<file path="src/ttc_pkg.sv">
// Summary of operation
// RULE_01: resources form two groups of four pairs; combining stays inside a pair.
// RULE_02: a pair joins its two resources by and, nand, or, nor or xnor.
// RULE_03: pairs join within a group, then groups join, by and or or only.
// RULE_04: each resource selects off, on or negate; range in/out; timer less/greater.
// RULE_05: a range spans only pod pairs 1/2, 3/4 or 5/6.
// RULE_06: timing mode offers at most 10 sequence levels.
// RULE_07: timing mode puts the trigger at the final level.
// RULE_08: timing mode cannot use pattern terms h and j; state mode can.
// RULE_09: edge terms detect glitch, rise, fall, either or no edge over ored channels.
// RULE_10: state mode offers at most 12 sequence levels.
// RULE_11: state mode never puts the trigger at the final level.
// RULE_12: state mode cannot use the two edge terms.
// RULE_13: configuration writes breaking any combination limit are refused; a mode change written to REG_CTRL is not checked.
// RULE_14: timers are unusable at the first sequence level.
// RULE_15: a trigger locks acquisition memory, then the sequencer advances a level.
// RULE_16: the expression is evaluated each sample and shown with that sample.
package ttc_pkg;
  localparam int POD_W = 16;
  localparam int NUM_PODS = 6;
  localparam int SMP_W = POD_W * NUM_PODS;
  localparam int PAT_W = 32;
  localparam int NUM_PAT = 10;
  localparam int NUM_RES = 16;
  localparam int NUM_PAIR = 8;
  localparam logic [3:0] LVL_MAX_TIMING = 4'ha;
  localparam logic [3:0] LVL_MAX_STATE = 4'hc;
  localparam logic [3:0] LVL_MIN = 4'h2;
  // register byte offsets
  localparam logic [7:0] REG_CTRL = 8'h00;
  localparam logic [7:0] REG_STATUS = 8'h04;
  localparam logic [7:0] REG_MASK = 8'h08;
  localparam logic [7:0] REG_LEVELS = 8'h0c;
  localparam logic [7:0] REG_TERMSEL = 8'h10;
  localparam logic [7:0] REG_PAIROP = 8'h14;
  localparam logic [7:0] REG_GROUPOP = 8'h18;
  localparam logic [7:0] REG_RANGESEL = 8'h1c;
  localparam logic [7:0] REG_EDGEKIND = 8'h20;
  localparam logic [7:0] REG_EDGEMASK0 = 8'h24;
  localparam logic [7:0] REG_EDGEMASK1 = 8'h28;
  localparam logic [7:0] REG_PRESET0 = 8'h2c;
  localparam logic [7:0] REG_PRESET1 = 8'h30;
  localparam logic [7:0] REG_SEQSTAT = 8'h34;
  localparam logic [7:0] REG_RLO0 = 8'h38;
  localparam logic [7:0] REG_RHI0 = 8'h3c;
  localparam logic [7:0] REG_RLO1 = 8'h40;
  localparam logic [7:0] REG_RHI1 = 8'h44;
  localparam logic [7:0] REG_PAT_BASE = 8'h80;
  // field positions
  localparam int CTRL_TIMING_BIT = 0;
  localparam int CTRL_ARM_BIT = 1;
  localparam int ST_TRIG_BIT = 0;
  localparam int ST_DONE_BIT = 1;
  localparam int ST_REFUSE_BIT = 2;
  localparam int LVL_TRIG_POS = 8;
  localparam int SEQ_TRIG_POS = 8;
  // reset values
  localparam logic [3:0] LVL_CNT_RST = 4'h2;
  localparam logic [3:0] TRIG_LVL_RST = 4'h0;
  localparam logic [31:0] ZERO_RST = 32'h0000_0000;
  // resource operation codes
  localparam logic [1:0] TOP_OFF = 2'h0;
  localparam logic [1:0] TOP_ON = 2'h1;
  localparam logic [1:0] TOP_BAD = 2'h3;
  localparam logic [2:0] PAIR_AND = 3'h0;
  localparam logic [2:0] PAIR_NAND = 3'h1;
  localparam logic [2:0] PAIR_OR = 3'h2;
  localparam logic [2:0] PAIR_NOR = 3'h3;
  localparam logic [2:0] PAIR_XNOR = 3'h4;
  localparam logic [2:0] EDGE_GLITCH = 3'h0;
  localparam logic [2:0] EDGE_RISE = 3'h1;
  localparam logic [2:0] EDGE_FALL = 3'h2;
  localparam logic [2:0] EDGE_EITHER = 3'h3;
  localparam logic [2:0] EDGE_NONE = 3'h4;
  localparam logic [1:0] RANGE_BAD = 2'h3;
  typedef enum logic [1:0] {SEQ_IDLE, SEQ_RUN, SEQ_DONE} ttc_seq_t;
  typedef struct packed {
    logic read;
    logic write;
    logic [7:0] address;
    logic [31:0] writedata;
    logic [3:0] byteenable;
  } ttc_bus_req_t;
  typedef struct packed {
    logic [SMP_W-1:0] pods;
    logic [PAT_W-1:0] glitch;
  } ttc_sample_t;
endpackage

</file>
<file path="src/ttc_combiner.sv">
// Design decisions made here: register access over Avalon-MM and the address map.
`timescale 1ns/100ps
module ttc_combiner import ttc_pkg::*; (
  input wire logic clock_in,
  input wire logic rst_b_in,
  input wire logic ce_in,
  input wire ttc_bus_req_t avs_req_in,
  output logic avs_waitrequest_out,
  output logic [31:0] avs_readdata_out,
  output logic irq_out,
  input wire ttc_sample_t sample_in,
  output ttc_sample_t sample_out,
  output logic match_out,
  output logic trigger_out,
  output logic [3:0] level_out
);
  // ----------------------------------------
  // registers
  // ----------------------------------------
  logic [1:0] ctrl_r;
  logic [2:0] stat_r;
  logic [2:0] mask_r;
  logic [3:0] lvl_cnt_r;
  logic [3:0] trig_lvl_r;
  logic [31:0] termsel_r;
  logic [23:0] pairop_r;
  logic [2:0] grpop_r;
  logic [3:0] rngsel_r;
  logic [5:0] edgek_r;
  logic [31:0] edgem_r [2];
  logic [31:0] preset_r [2];
  logic [31:0] rlo_r [2];
  logic [31:0] rhi_r [2];
  logic [31:0] patv_r [NUM_PAT];
  logic [31:0] patm_r [NUM_PAT];
  logic wait_r;
  logic [31:0] rdata_r;
  logic irq_r;
  ttc_seq_t seq_r;
  logic [3:0] level_r;
  logic trig_done_r;
  logic trig_pulse_r;
  logic match_r;
  ttc_sample_t smp_r;
  logic [31:0] prev_r;
  logic [31:0] tcnt_r [2];

  // ----------------------------------------
  // bus decode
  // ----------------------------------------
  wire req = avs_req_in.read | avs_req_in.write;
  wire [7:0] addr = avs_req_in.address;
  wire acc = req && !wait_r;
  wire wr = acc && avs_req_in.write;
  wire pat_reg = addr[7];
  wire [3:0] pat_idx = addr[6:3];
  wire pat_ok = pat_reg && (pat_idx < 4'(NUM_PAT)) && (addr[1:0] == 2'h0);
  wire [3:0] pidx = pat_ok ? pat_idx : 4'h0;
  wire [31:0] bmask = {{8{avs_req_in.byteenable[3]}}, {8{avs_req_in.byteenable[2]}},
                       {8{avs_req_in.byteenable[1]}}, {8{avs_req_in.byteenable[0]}}};
  logic [31:0] rmux;
  wire [31:0] wd = (rmux & ~bmask) | (avs_req_in.writedata & bmask);
  wire timing = ctrl_r[CTRL_TIMING_BIT];

  always_comb begin
    rmux = 32'h0000_0000;
    case (addr)
      REG_CTRL: rmux = {30'h0, ctrl_r};
      REG_STATUS: rmux = {29'h0, stat_r};
      REG_MASK: rmux = {29'h0, mask_r};
      REG_LEVELS: rmux = {20'h0, trig_lvl_r, 4'h0, lvl_cnt_r};
      REG_TERMSEL: rmux = termsel_r;
      REG_PAIROP: rmux = {8'h0, pairop_r};
      REG_GROUPOP: rmux = {29'h0, grpop_r};
      REG_RANGESEL: rmux = {28'h0, rngsel_r};
      REG_EDGEKIND: rmux = {26'h0, edgek_r};
      REG_EDGEMASK0: rmux = edgem_r[0];
      REG_EDGEMASK1: rmux = edgem_r[1];
      REG_PRESET0: rmux = preset_r[0];
      REG_PRESET1: rmux = preset_r[1];
      REG_SEQSTAT: rmux = {22'h0, seq_r, trig_done_r, 3'h0, level_r};
      REG_RLO0: rmux = rlo_r[0];
      REG_RHI0: rmux = rhi_r[0];
      REG_RLO1: rmux = rlo_r[1];
      REG_RHI1: rmux = rhi_r[1];
      default: begin
        if (pat_ok) begin
          rmux = addr[2] ? patm_r[pidx] : patv_r[pidx];
        end
      end
    endcase
  end

  // ----------------------------------------
  // configuration checks
  // ----------------------------------------
  logic [7:0] ts_bad;
  logic [7:0] po_bad;
  for (genvar i = 0; i < 8; i++) begin : g_chk
    assign ts_bad[i] = (wd[4*i+:2] == TOP_BAD) || (wd[4*i+2+:2] == TOP_BAD); // [RULE_04]
    assign po_bad[i] = (i < NUM_PAIR) && (wd[3*i+:3] > PAIR_XNOR); // [RULE_02]
  end
  wire hj_used = (wd[21:20] != TOP_OFF) || (wd[29:28] != TOP_OFF);
  wire edge_used = (wd[11:10] != TOP_OFF) || (wd[27:26] != TOP_OFF);
  wire ts_refuse = (|ts_bad) || (timing && hj_used) || (!timing && edge_used); // [RULE_08] [RULE_12]
  wire [3:0] n_cnt = wd[3:0];
  wire [3:0] n_trig = wd[LVL_TRIG_POS+:4];
  wire [3:0] lvl_max = timing ? LVL_MAX_TIMING : LVL_MAX_STATE; // [RULE_06] [RULE_10]
  wire trig_ok = timing ? (n_trig == n_cnt - 4'h1) : (n_trig < n_cnt - 4'h1); // [RULE_07] [RULE_11]
  wire lvl_refuse = (n_cnt < LVL_MIN) || (n_cnt > lvl_max) || !trig_ok;
  wire rng_refuse = (wd[1:0] == RANGE_BAD) || (wd[3:2] == RANGE_BAD); // [RULE_05]
  wire ek_refuse = (wd[2:0] > EDGE_NONE) || (wd[5:3] > EDGE_NONE); // [RULE_09]
  logic refuse;
  always_comb begin
    refuse = 1'b0;
    case (addr)
      REG_TERMSEL: refuse = ts_refuse; // [RULE_13]
      REG_PAIROP: refuse = |po_bad; // [RULE_13]
      REG_LEVELS: refuse = lvl_refuse; // [RULE_13]
      REG_RANGESEL: refuse = rng_refuse; // [RULE_13]
      REG_EDGEKIND: refuse = ek_refuse; // [RULE_13]
      default: refuse = 1'b0;
    endcase
  end
  wire wr_ok = wr && !refuse;

  // ----------------------------------------
  // term evaluation
  // ----------------------------------------
  wire [31:0] cur = sample_in.pods[PAT_W-1:0];
  logic [NUM_PAT-1:0] pat_hit;
  for (genvar k = 0; k < NUM_PAT; k++) begin : g_pat
    assign pat_hit[k] = ((cur ^ patv_r[k]) & patm_r[k]) == 32'h0000_0000;
  end
  logic [1:0] rng_in;
  logic [1:0] edge_hit;
  logic [1:0] tmr_lt;
  logic [1:0] tmr_gt;
  for (genvar r = 0; r < 2; r++) begin : g_rt
    wire [1:0] psel = rngsel_r[2*r+:2];
    wire [31:0] rv = sample_in.pods[32*psel+:32]; // [RULE_05]
    assign rng_in[r] = (rv >= rlo_r[r]) && (rv <= rhi_r[r]);
    wire [31:0] m = edgem_r[r];
    wire rise = |(cur & ~prev_r & m);
    wire fall = |(~cur & prev_r & m);
    wire glit = |(sample_in.glitch & m);
    logic eh;
    always_comb begin
      eh = 1'b0;
      case (edgek_r[3*r+:3]) // [RULE_09]
        EDGE_GLITCH: eh = glit;
        EDGE_RISE: eh = rise;
        EDGE_FALL: eh = fall;
        EDGE_EITHER: eh = rise | fall;
        EDGE_NONE: eh = !(rise | fall);
        default: eh = 1'b0;
      endcase
    end
    assign edge_hit[r] = eh;
    assign tmr_lt[r] = tcnt_r[r] < preset_r[r];
    assign tmr_gt[r] = tcnt_r[r] > preset_r[r];
  end
  // resources in pair order: a b c rng0 d edge0 e tmr0 f g h rng1 i edge1 j tmr1
  wire [NUM_RES-1:0] t_raw = {tmr_lt[1], pat_hit[9], edge_hit[1], pat_hit[8], rng_in[1], pat_hit[7],
                              pat_hit[6], pat_hit[5], tmr_lt[0], pat_hit[4], edge_hit[0], pat_hit[3],
                              rng_in[0], pat_hit[2], pat_hit[1], pat_hit[0]}; // [RULE_01]
  wire [NUM_RES-1:0] t_alt = {tmr_gt[1], ~t_raw[14:8], tmr_gt[0], ~t_raw[6:0]}; // [RULE_04]
  wire lvl0 = (level_r == 4'h0);
  wire [NUM_RES-1:0] t_ok = ~({1'b0, timing, !timing, 1'b0, 1'b0, timing, 10'h000}
                              | {1'b0, 9'h000, !timing, 5'h00} // [RULE_08] [RULE_12]
                              | {lvl0, 7'h00, lvl0, 7'h00}); // [RULE_14]
  logic [NUM_RES-1:0] t_act;
  logic [NUM_RES-1:0] t_val;
  for (genvar i = 0; i < NUM_RES; i++) begin : g_term
    wire [1:0] op = termsel_r[2*i+:2];
    assign t_act[i] = (op != TOP_OFF) && t_ok[i]; // [RULE_04]
    assign t_val[i] = (op == TOP_ON) ? t_raw[i] : t_alt[i];
  end

  // ----------------------------------------
  // pair, group and top combination
  // ----------------------------------------
  function automatic logic [1:0] pair_f(input logic [2:0] op, input logic av, input logic a,
                                        input logic bv, input logic b);
    logic r;
    r = 1'b0;
    case (op)
      PAIR_AND: r = a & b;
      PAIR_NAND: r = !(a & b);
      PAIR_OR: r = a | b;
      PAIR_NOR: r = !(a | b);
      PAIR_XNOR: r = !(a ^ b);
      default: r = 1'b0;
    endcase
    if (!av) begin
      r = b;
    end else if (!bv) begin
      r = a;
    end
    return {av | bv, r};
  endfunction

  function automatic logic [1:0] grp_f(input logic op, input logic [3:0] v, input logic [3:0] x);
    logic r;
    r = op ? |(x & v) : &(x | ~v);
    return {|v, r};
  endfunction

  logic [NUM_PAIR-1:0] p_v;
  logic [NUM_PAIR-1:0] p_x;
  for (genvar p = 0; p < NUM_PAIR; p++) begin : g_pair
    assign {p_v[p], p_x[p]} = pair_f(pairop_r[3*p+:3], t_act[2*p], t_val[2*p],
                                     t_act[2*p+1], t_val[2*p+1]); // [RULE_01] [RULE_02]
  end
  wire [1:0] g0 = grp_f(grpop_r[0], p_v[3:0], p_x[3:0]); // [RULE_03]
  wire [1:0] g1 = grp_f(grpop_r[1], p_v[7:4], p_x[7:4]); // [RULE_03]
  wire [1:0] top = grp_f(grpop_r[2], {2'h0, g1[1], g0[1]}, {2'h0, g1[0], g0[0]}); // [RULE_03]
  wire expr = top[1] & top[0];

  // ----------------------------------------
  // sequencer
  // ----------------------------------------
  wire running = (seq_r == SEQ_RUN);
  wire last_lvl = (level_r == lvl_cnt_r - 4'h1);
  wire at_trig = (level_r == trig_lvl_r) && !trig_done_r;
  wire ev_trig = running && expr && at_trig; // [RULE_15]
  wire ev_done = running && expr && last_lvl;
  wire arm_wr = wr_ok && (addr == REG_CTRL);
  wire arm_set = arm_wr && wd[CTRL_ARM_BIT];
  ttc_seq_t seq_nxt;
  always_comb begin
    seq_nxt = seq_r;
    case (seq_r)
      SEQ_IDLE: if (arm_set) seq_nxt = SEQ_RUN;
      SEQ_RUN: if (arm_wr && !wd[CTRL_ARM_BIT]) seq_nxt = SEQ_IDLE; else if (ev_done) seq_nxt = SEQ_DONE;
      SEQ_DONE: if (arm_wr) seq_nxt = arm_set ? SEQ_RUN : SEQ_IDLE;
      default: seq_nxt = SEQ_IDLE;
    endcase
  end
  wire restart = (seq_r != SEQ_RUN) && (seq_nxt == SEQ_RUN);
  wire adv = running && expr && !last_lvl; // [RULE_15]
  wire [3:0] level_nxt = restart ? 4'h0 : (adv ? level_r + 4'h1 : level_r);
  wire lvl_chg = restart || adv;
  wire [2:0] ev = {wr && refuse, ev_done, ev_trig};
  wire [2:0] w1c = (wr_ok && addr == REG_STATUS) ? wd[2:0] : 3'h0;
  wire [2:0] stat_nxt = (stat_r & ~w1c) | ev;

  always_ff @(posedge clock_in) begin
    if (!rst_b_in) begin
      seq_r <= SEQ_IDLE;
      level_r <= 4'h0;
      trig_done_r <= 1'b0;
      trig_pulse_r <= 1'b0;
      match_r <= 1'b0;
      smp_r <= '0;
      prev_r <= ZERO_RST;
      stat_r <= 3'h0;
      irq_r <= 1'b0;
      wait_r <= 1'b1;
      rdata_r <= ZERO_RST;
    end else if (ce_in) begin
      seq_r <= seq_nxt;
      level_r <= level_nxt;
      trig_done_r <= restart ? 1'b0 : (trig_done_r | ev_trig); // [RULE_15]
      trig_pulse_r <= ev_trig;
      match_r <= expr; // [RULE_16]
      smp_r <= sample_in; // [RULE_16]
      prev_r <= cur;
      stat_r <= stat_nxt;
      irq_r <= |(stat_nxt & mask_r);
      wait_r <= !(req && wait_r);
      if (req && wait_r) begin
        rdata_r <= rmux;
      end
    end
  end

  for (genvar t = 0; t < 2; t++) begin : g_tmr
    always_ff @(posedge clock_in) begin
      if (!rst_b_in) begin
        tcnt_r[t] <= ZERO_RST;
      end else if (ce_in) begin
        if (lvl_chg || !running) begin
          tcnt_r[t] <= ZERO_RST;
        end else if (tcnt_r[t] != 32'hffff_ffff) begin
          tcnt_r[t] <= tcnt_r[t] + 32'h1;
        end
      end
    end
  end

  // ----------------------------------------
  // register writes
  // ----------------------------------------
  always_ff @(posedge clock_in) begin
    if (!rst_b_in) begin
      ctrl_r <= 2'h0;
      mask_r <= 3'h0;
      lvl_cnt_r <= LVL_CNT_RST;
      trig_lvl_r <= TRIG_LVL_RST;
      termsel_r <= ZERO_RST;
      pairop_r <= 24'h0;
      grpop_r <= 3'h0;
      rngsel_r <= 4'h0;
      edgek_r <= 6'h0;
    end else if (ce_in && wr_ok) begin
      case (addr)
        REG_CTRL: ctrl_r <= wd[1:0];
        REG_MASK: mask_r <= wd[2:0];
        REG_LEVELS: begin
          lvl_cnt_r <= n_cnt;
          trig_lvl_r <= n_trig;
        end
        REG_TERMSEL: termsel_r <= wd;
        REG_PAIROP: pairop_r <= wd[23:0];
        REG_GROUPOP: grpop_r <= wd[2:0];
        REG_RANGESEL: rngsel_r <= wd[3:0];
        REG_EDGEKIND: edgek_r <= wd[5:0];
        default: ;
      endcase
    end
  end

  always_ff @(posedge clock_in) begin
    if (!rst_b_in) begin
      for (int i = 0; i < 2; i++) begin
        edgem_r[i] <= ZERO_RST;
        preset_r[i] <= ZERO_RST;
        rlo_r[i] <= ZERO_RST;
        rhi_r[i] <= ZERO_RST;
      end
      for (int k = 0; k < NUM_PAT; k++) begin
        patv_r[k] <= ZERO_RST;
        patm_r[k] <= ZERO_RST;
      end
    end else if (ce_in && wr_ok) begin
      case (addr)
        REG_EDGEMASK0: edgem_r[0] <= wd;
        REG_EDGEMASK1: edgem_r[1] <= wd;
        REG_PRESET0: preset_r[0] <= wd;
        REG_PRESET1: preset_r[1] <= wd;
        REG_RLO0: rlo_r[0] <= wd;
        REG_RHI0: rhi_r[0] <= wd;
        REG_RLO1: rlo_r[1] <= wd;
        REG_RHI1: rhi_r[1] <= wd;
        default: begin
          if (pat_ok && addr[2]) begin
            patm_r[pidx] <= wd;
          end else if (pat_ok) begin
            patv_r[pidx] <= wd;
          end
        end
      endcase
    end
  end

  // ----------------------------------------
  // outputs
  // ----------------------------------------
  assign avs_waitrequest_out = wait_r;
  assign avs_readdata_out = rdata_r;
  assign irq_out = irq_r;
  assign sample_out = smp_r;
  assign match_out = match_r;
  assign trigger_out = trig_pulse_r;
  assign level_out = level_r;
endmodule

</file>
<file path="config.mk">
export PLATFORM = sky130hd
export DESIGN_NAME = ttc_combiner
export DESIGN_NICKNAME = d
export VERILOG_FILES = /design/src/ttc_pkg.sv /design/src/ttc_combiner.sv
export SDC_FILE = /design/constraint.sdc
export NUM_CORES = 2
export LEC_CHECK = 0
export ABC_AREA = 1
export BUFFER_PORTS_ARGS = -buffer_cell sky130_fd_sc_hd__buf_2
export CAP_MARGIN = 0
export CORE_MARGIN = 4
export CORE_UTILIZATION = 25
export CTS_BUF_LIST = sky130_fd_sc_hd__clkbuf_8
export DETAILED_ROUTE_END_ITERATION = 12
export SYNTH_ARGS = -nofsm -noshare
export SYNTH_HDL_FRONTEND = slang
export SYNTH_SLANG_ARGS = --single-unit
</file>
<file path="constraint.sdc">
create_clock -name clock_in -period 11.4 [get_ports clock_in]
set_input_delay 1.71 -clock clock_in [delete_from_list [all_inputs] [get_ports clock_in]]
set_output_delay 1.71 -clock clock_in [all_outputs]
set_load 0.02 [all_outputs]
</file>
# Word level (Yosys, flattened, before mapping)
# Memories as Yosys holds them, arrays and structs flattened.
# Cells that the tools add are included.
[totals]
reg_bits = 288
ramBits = 960
in_bits = 177
out_inout_bits = 168
elab_cells = 559
n_memories = 7
[op_classes]
add_sub_neg = 5
n_lt_le_gt_ge = 20
n_eq_ne = 98
shift = 2
n_mux = 138
bitwise = 101
n_reduce_logical = 167
[memory_table]
columns = ["memory", "depth", "word_bits", "rd", "rd_clocked_by_memory_dff", "write_ports", "line_no", "text"]
rows = [
  ["patm_r", 10, 32, 11, 0, 10, "ttc_combiner.sv:35", "logic [31:0] patm_r [NUM_PAT];"],
  ["patv_r", 10, 32, 11, 0, 10, "ttc_combiner.sv:34", "logic [31:0] patv_r [NUM_PAT];"],
  ["edgem_r", 2, 32, 2, 0, 2, "ttc_combiner.sv:30", "logic [31:0] edgem_r [2];"],
  ["preset_r", 2, 32, 2, 0, 2, "ttc_combiner.sv:31", "logic [31:0] preset_r [2];"],
  ["rhi_r", 2, 32, 2, 0, 2, "ttc_combiner.sv:33", "logic [31:0] rhi_r [2];"],
  ["rlo_r", 2, 32, 2, 0, 2, "ttc_combiner.sv:32", "logic [31:0] rlo_r [2];"],
  ["1 more memories", "-", "-", "-", "-", "-", "-", ""],
]
[op_table]
columns = ["op", "count"]
rows = [
  ["$and 32x32->32", 20],
  ["$pmux 32 s18", 1],
  ["$mux 32", 16],
  ["$logic_not 32->1", 10],
  ["$xor 32x32->32", 10],
  ["$reduce_or 32->1", 8],
  ["$shiftx 96x8->32", 2],
  ["$mux 1", 98],
  ["$not 32->32", 3],
  ["$add 32x1->32 const B", 2],
  ["$eq 8x6->1 const B", 8],
  ["$ge 32x32->1", 2],
  ["$gt 32x32->1", 2],
  ["$le 32x32->1", 2],
  ["$lt 32x32->1", 2],
  ["$ne 32x32->1 const B", 2],
  ["$eq 3x2->1 const B", 20],
  ["$pmux 1 s5", 11],
  ["$reduce_bool 2->1", 21],
  ["$logic_and 1x1->1", 39],
  ["$eq 2x1->1 const B", 18],
  ["$logic_not 1->1", 35],
  ["$eq 2x2->1 const B", 17],
  ["$eq 8x5->1 const B", 4],
  ["45 further kinds", 178],
]

# Logic depth before layout (Yosys ltp)
[depth]
depth_word = 36
ltp_mapped = 41
depth_no_buf = 40

# Worst setup path before layout
# OpenSTA, ideal clock, no wires.
[synth_timing]
kind = "in2reg"
start = "input avs_req_in[41] (netlist name)"
end = "memory edgem_r[0][0] (enable)"
setup_time_ns = 0.466
arrival_time_ns = 7.905
slack_ns = 3.030
stages = 28
cell_sequence = "buf_2 > o21ai_4 > clkbuf_1 > clkbuf_1 > nand4_1 > nand3_1 > nand3_1 > nand3_1 > nand3_1 > nand4_1 > nand2_1 > clkbuf_1 > ha_1 > xnor2_1 > ha_1 > a21oi_1 > o21ai_0 > a211o_1 > o21ai_0 > nand3_1 > nand2_1 > nand2_1 > a21oi_2 > nand2_1 > nor2_4 > nand2_2 > clkbuf_1 > o21ai_0"
[synth_rtl]
columns = ["element", "line_no", "text"]
rows = [
  ["start, declared", "ttc_combiner.sv:7", "input wire ttc_bus_req_t avs_req_in,"],
  ["end, declared", "ttc_combiner.sv:30", ""],
]

==> impl_metrics.tcl <==
set metrics [dict create \
    cts_max_path_buffers 4 \
    yosysSeqAreaShare_pct 51.36 \
    design.core.area_mm2 0.2921 \
    timing.final.crit_period_ps 9044 \
    ctsHtreeMaxLevel 4 \
    end_kind "flop" \
    drt-pass1-iter-count 9 \
    layout_common_cells "2010 x nand2_1, 1597 x nor2_1, 1088 x edfxtp_1" \
    slew_headroom_pct 15.51 \
    synth_seq_cells 1344 \
    viasPerCell 5.061 \
    clock.fmax_ghz 0.1106 \
    final_common_cell "nand2_1" \
    cpMaxStageDelayCell "buf_4" \
    crit_start "avs_req_in[41]" \
    yosys_warnings 0 \
    use_met2_pct 30.90 \
    swShare_pct 28.63 \
    worstHoldStart "ctrl_r[1]" \
    numCtsBuffers 225 \
    syn_area_mm2 0.07359 \
    drive_above_1_share_pct 11.38 \
    path_buf_inv 5 \
    fill_cells 31275 \
    grt_max_degree 122 \
    yosys.area_share.simple_pct 30.05 \
    pwr_density_cell_mw_per_mm2 132.7 \
    syn_to_final_growth_pct 14.94 \
    ant_nets 0 \
    min_to "ctrl_r[1]" \
    cts_resized 0 \
    crit_arrival_ps 9680 \
    power_switching_uw 3213 \
    ir_worst_vdd_mv 0.08574 \
    syn_inst 9052 \
    tightest_slew_ps 1267 \
    post_cts_buffers 0 \
    hold_violations 0 \
    place.detailed.hpwl_um 230400 \
    clock_latency_ps 1030 \
    internal_power_uw 8009 \
    die_x_um 550.5 \
    fp-row-count 198 \
    required_ps 12040 \
    crit_fanout 56 \
    p_seq_share_pct 49.9 \
    r2r.worst_path.cells 37 \
    synth_top_family_by_area "simple AND/OR/NAND/NOR gates" \
    grt.overflow.total 0 \
    vias 68340 \
    startpoint_type "input port" \
    synthXorXnorAreaFrac_pct 0.6903 \
    io_pins 345 \
    grt_pass1_wl_um 440800 \
    synth_flop_cell "edfxtp_1" \
    routabilityCongestion 1.049 \
    synthAdderAreaFrac_pct 3.758 \
    synth-compound-area-share_pct 8.131 \
    min_path_cells 2 \
    fin_skew_ps 106.7 \
    tns_ps 0 \
    remaining_drc_errors 0 \
    r2r_slack_ps 3650 \
    hp-class "flop to flop" \
    root_buffer "clkbuf_8" \
    combPwrFrac_pct 10.9 \
    die_h_um 550.5 \
    utilization_pct 28.96 \
    grtUsageMet1_pct 25.16 \
    rsz0062_at_grt "no" \
    grt.met3_usage_pct 3.641 \
    gr-max-usage-layer "met2" \
    grt_pass1_vias 62014 \
    timing.rr.end "tcnt_r[0][24]" \
    drtIter0Drc 9502 \
    clock_sinks 1344 \
    cp_common_cell "nand2_1" \
    ys_async_sr_fraction_pct 0 \
    status "complete, no violations" \
    yosysUniqueCellTypes 59 \
    antenna_found_initial 21 \
    path_clk_slew_ps 60 \
    cts_tree "built" \
    avgRoutedWirePerCell_um 23.22 \
    port_buffers 344 \
    start_util_pct 25.19 \
    cap_violations 0 \
    reg2reg_from "rngsel_r[0]" \
    holdBufCountCts 0 \
    post-route-period-util_pct 79.33 \
    nNetsFinal 9803 \
    synth_edf_count 1088 \
    finalWirelength_um 313600 \
    cpLargestDelayFamily "simple AND/OR/NAND/NOR gates" \
    slew_violations 0 \
    postSynthAreaPerCell_um2 8.129 \
    worstSetupPathType "input port to flop" \
    finalSetupViolations 0 \
    critPathMaxStageDelay_ps 610 \
    pwr-share-clk_pct 39.2 \
    die_area_mm2 0.3031 \
    p_leak_uw 0.03383 \
    track_usage_pct 19.67 \
    synthMuxAreaShare_pct 0 \
]
==> sequential cells by signal, indices dropped and copies added (netlist names), 2 cells and up <==
register	count
patv_r	384
mask_r	3
termsel_r	32
stat_r	3
trig_lvl_r	4
grpop_r	3
sample_out	128
rhi_r	64
rlo_r	64
pairop_r	24
avs_readdata_out	32
ctrl_r	2
lvl_cnt_r	4
preset_r	64
patm_r	384
tcnt_r	64
rngsel_r	4
edgem_r	64
seq_r	2
level_out	4
edgek_r	6
==> worst max path at each step <==
stage / cells after the start / endpoint
6_report: 31 / patm_r[1][5]
4_1_cts: 31 / patm_r[1][0]
2_1_floorplan: 28 / edgem_r[0][0]
3_5_place_dp: 31 / patm_r[1][5]
3_3_place_gp: 31 / patm_r[1][5]
5_1_grt: 30 / patm_r[8][27]
==> per-layer routing <==
metal / share of wire, % / wire length, um
met1: 38 / 120700
met2: 44 / 139000
met3: 10 / 31710
met4: 7.1 / 22180
met5: 0.013 / 41
==> cells by family (layout without fill, tap and decap cells) <==
group / after synthesis / count (layout)
flops: 1344 / 1344
buf+inv: 1129 / 1542
fa+ha+maj: 221 / 221
xor+xnor: 58 / 58
compound gates: 1096 / 1096
simple gates: 5203 / 5203
other cells: 1 / 139
==> worst min-delay path, stage by stage (launching register included) <==
cell and delay [ps]:
dfxtp_1 300, inv_1 60, a221oi_1 70
==> final cells by class <==
| cell class | count | area [um^2] | share of cell area (%) |
|---|---|---|---|
| clock inverters | 171 | 1052 | 1.244 |
| clock buffers | 243 | 3344 | 3.954 |
| repair buffers | 496 | 2950 | 3.488 |
| inverters | 632 | 2385 | 2.820 |
| flip-flops and latches | 1344 | 37800 | 44.69 |
| diodes | 11 | 27.53 | 0.03254 |
| well taps | 3900 | 4880 | 5.769 |
| multi-input cells | 6706 | 32140 | 38.01 |
==> power groups by stage <==
| stage | Sequential [uW] | Combinational (uW) | Clock [uW] |
|---|---|---|---|
| 2_1_floorplan | 5710 | 627 | 0 |
| 3_3_place_gp | 5700 | 1180 | 0 |
| 3_5_place_dp | 5700 | 1190 | 0 |
| 4_1_cts | 5600 | 1200 | 4440 |
| 5_1_grt | 5620 | 1300 | 4650 |
| 6_report | 5600 | 1220 | 4400 |
==> stage by stage <==
step	area (um^2)	hold WS, ps	total power (uW)	instances	setup slack, ps
2_1_floorplan	74060	443.2	6334	9179	3030
3_3_place_gp	80160	470.4	6881	13078	1574
3_5_place_dp	80160	474.2	6890	13078	1615
4_1_cts	84550	483.4	11240	13492	2627
5_1_grt	84570	501.2	11570	13498	2110
6_report	84580	483.7	11220	13503	2356
==> cells in the mapped netlist, types with 4 or more instances <==
master	instances	area, um^2
o211ai_1	23	172.7
dfxtp_1	256	5125
a21oi_1	364	1822
o221ai_1	16	140.1
inv_1	553	2076
nor2_2	6	37.54
inv_2	70	262.8
buf_1	49	183.9
nand3_1	1088	5445
nand3_2	5	50.05
clkinv_1	9	33.78
ha_1	221	2765
o21a_1	16	120.1
nor3_2	5	50.05
xor2_1	41	359.1
o2111ai_1	10	87.58
xnor2_1	17	148.9
nand2_1	2034	7635
nand3b_1	6	45.04
and3_1	5	31.28
nand4_1	218	1364
nor4_1	10	62.56
buf_2	110	550.5
o22ai_1	103	644.4
a311oi_1	12	105.1
nor3_1	57	285.3
or2_2	136	850.8
clkbuf_1	329	1235
a31oi_1	9	56.30
o31ai_1	4	30.03
buf_4	7	52.55
o21ai_1	8	40.04
nor2_1	1606	6028
o21ai_0	512	2562
edfxtp_1	1088	32670
nor3b_1	18	135.1
Power figures use the tool's default switching activity.
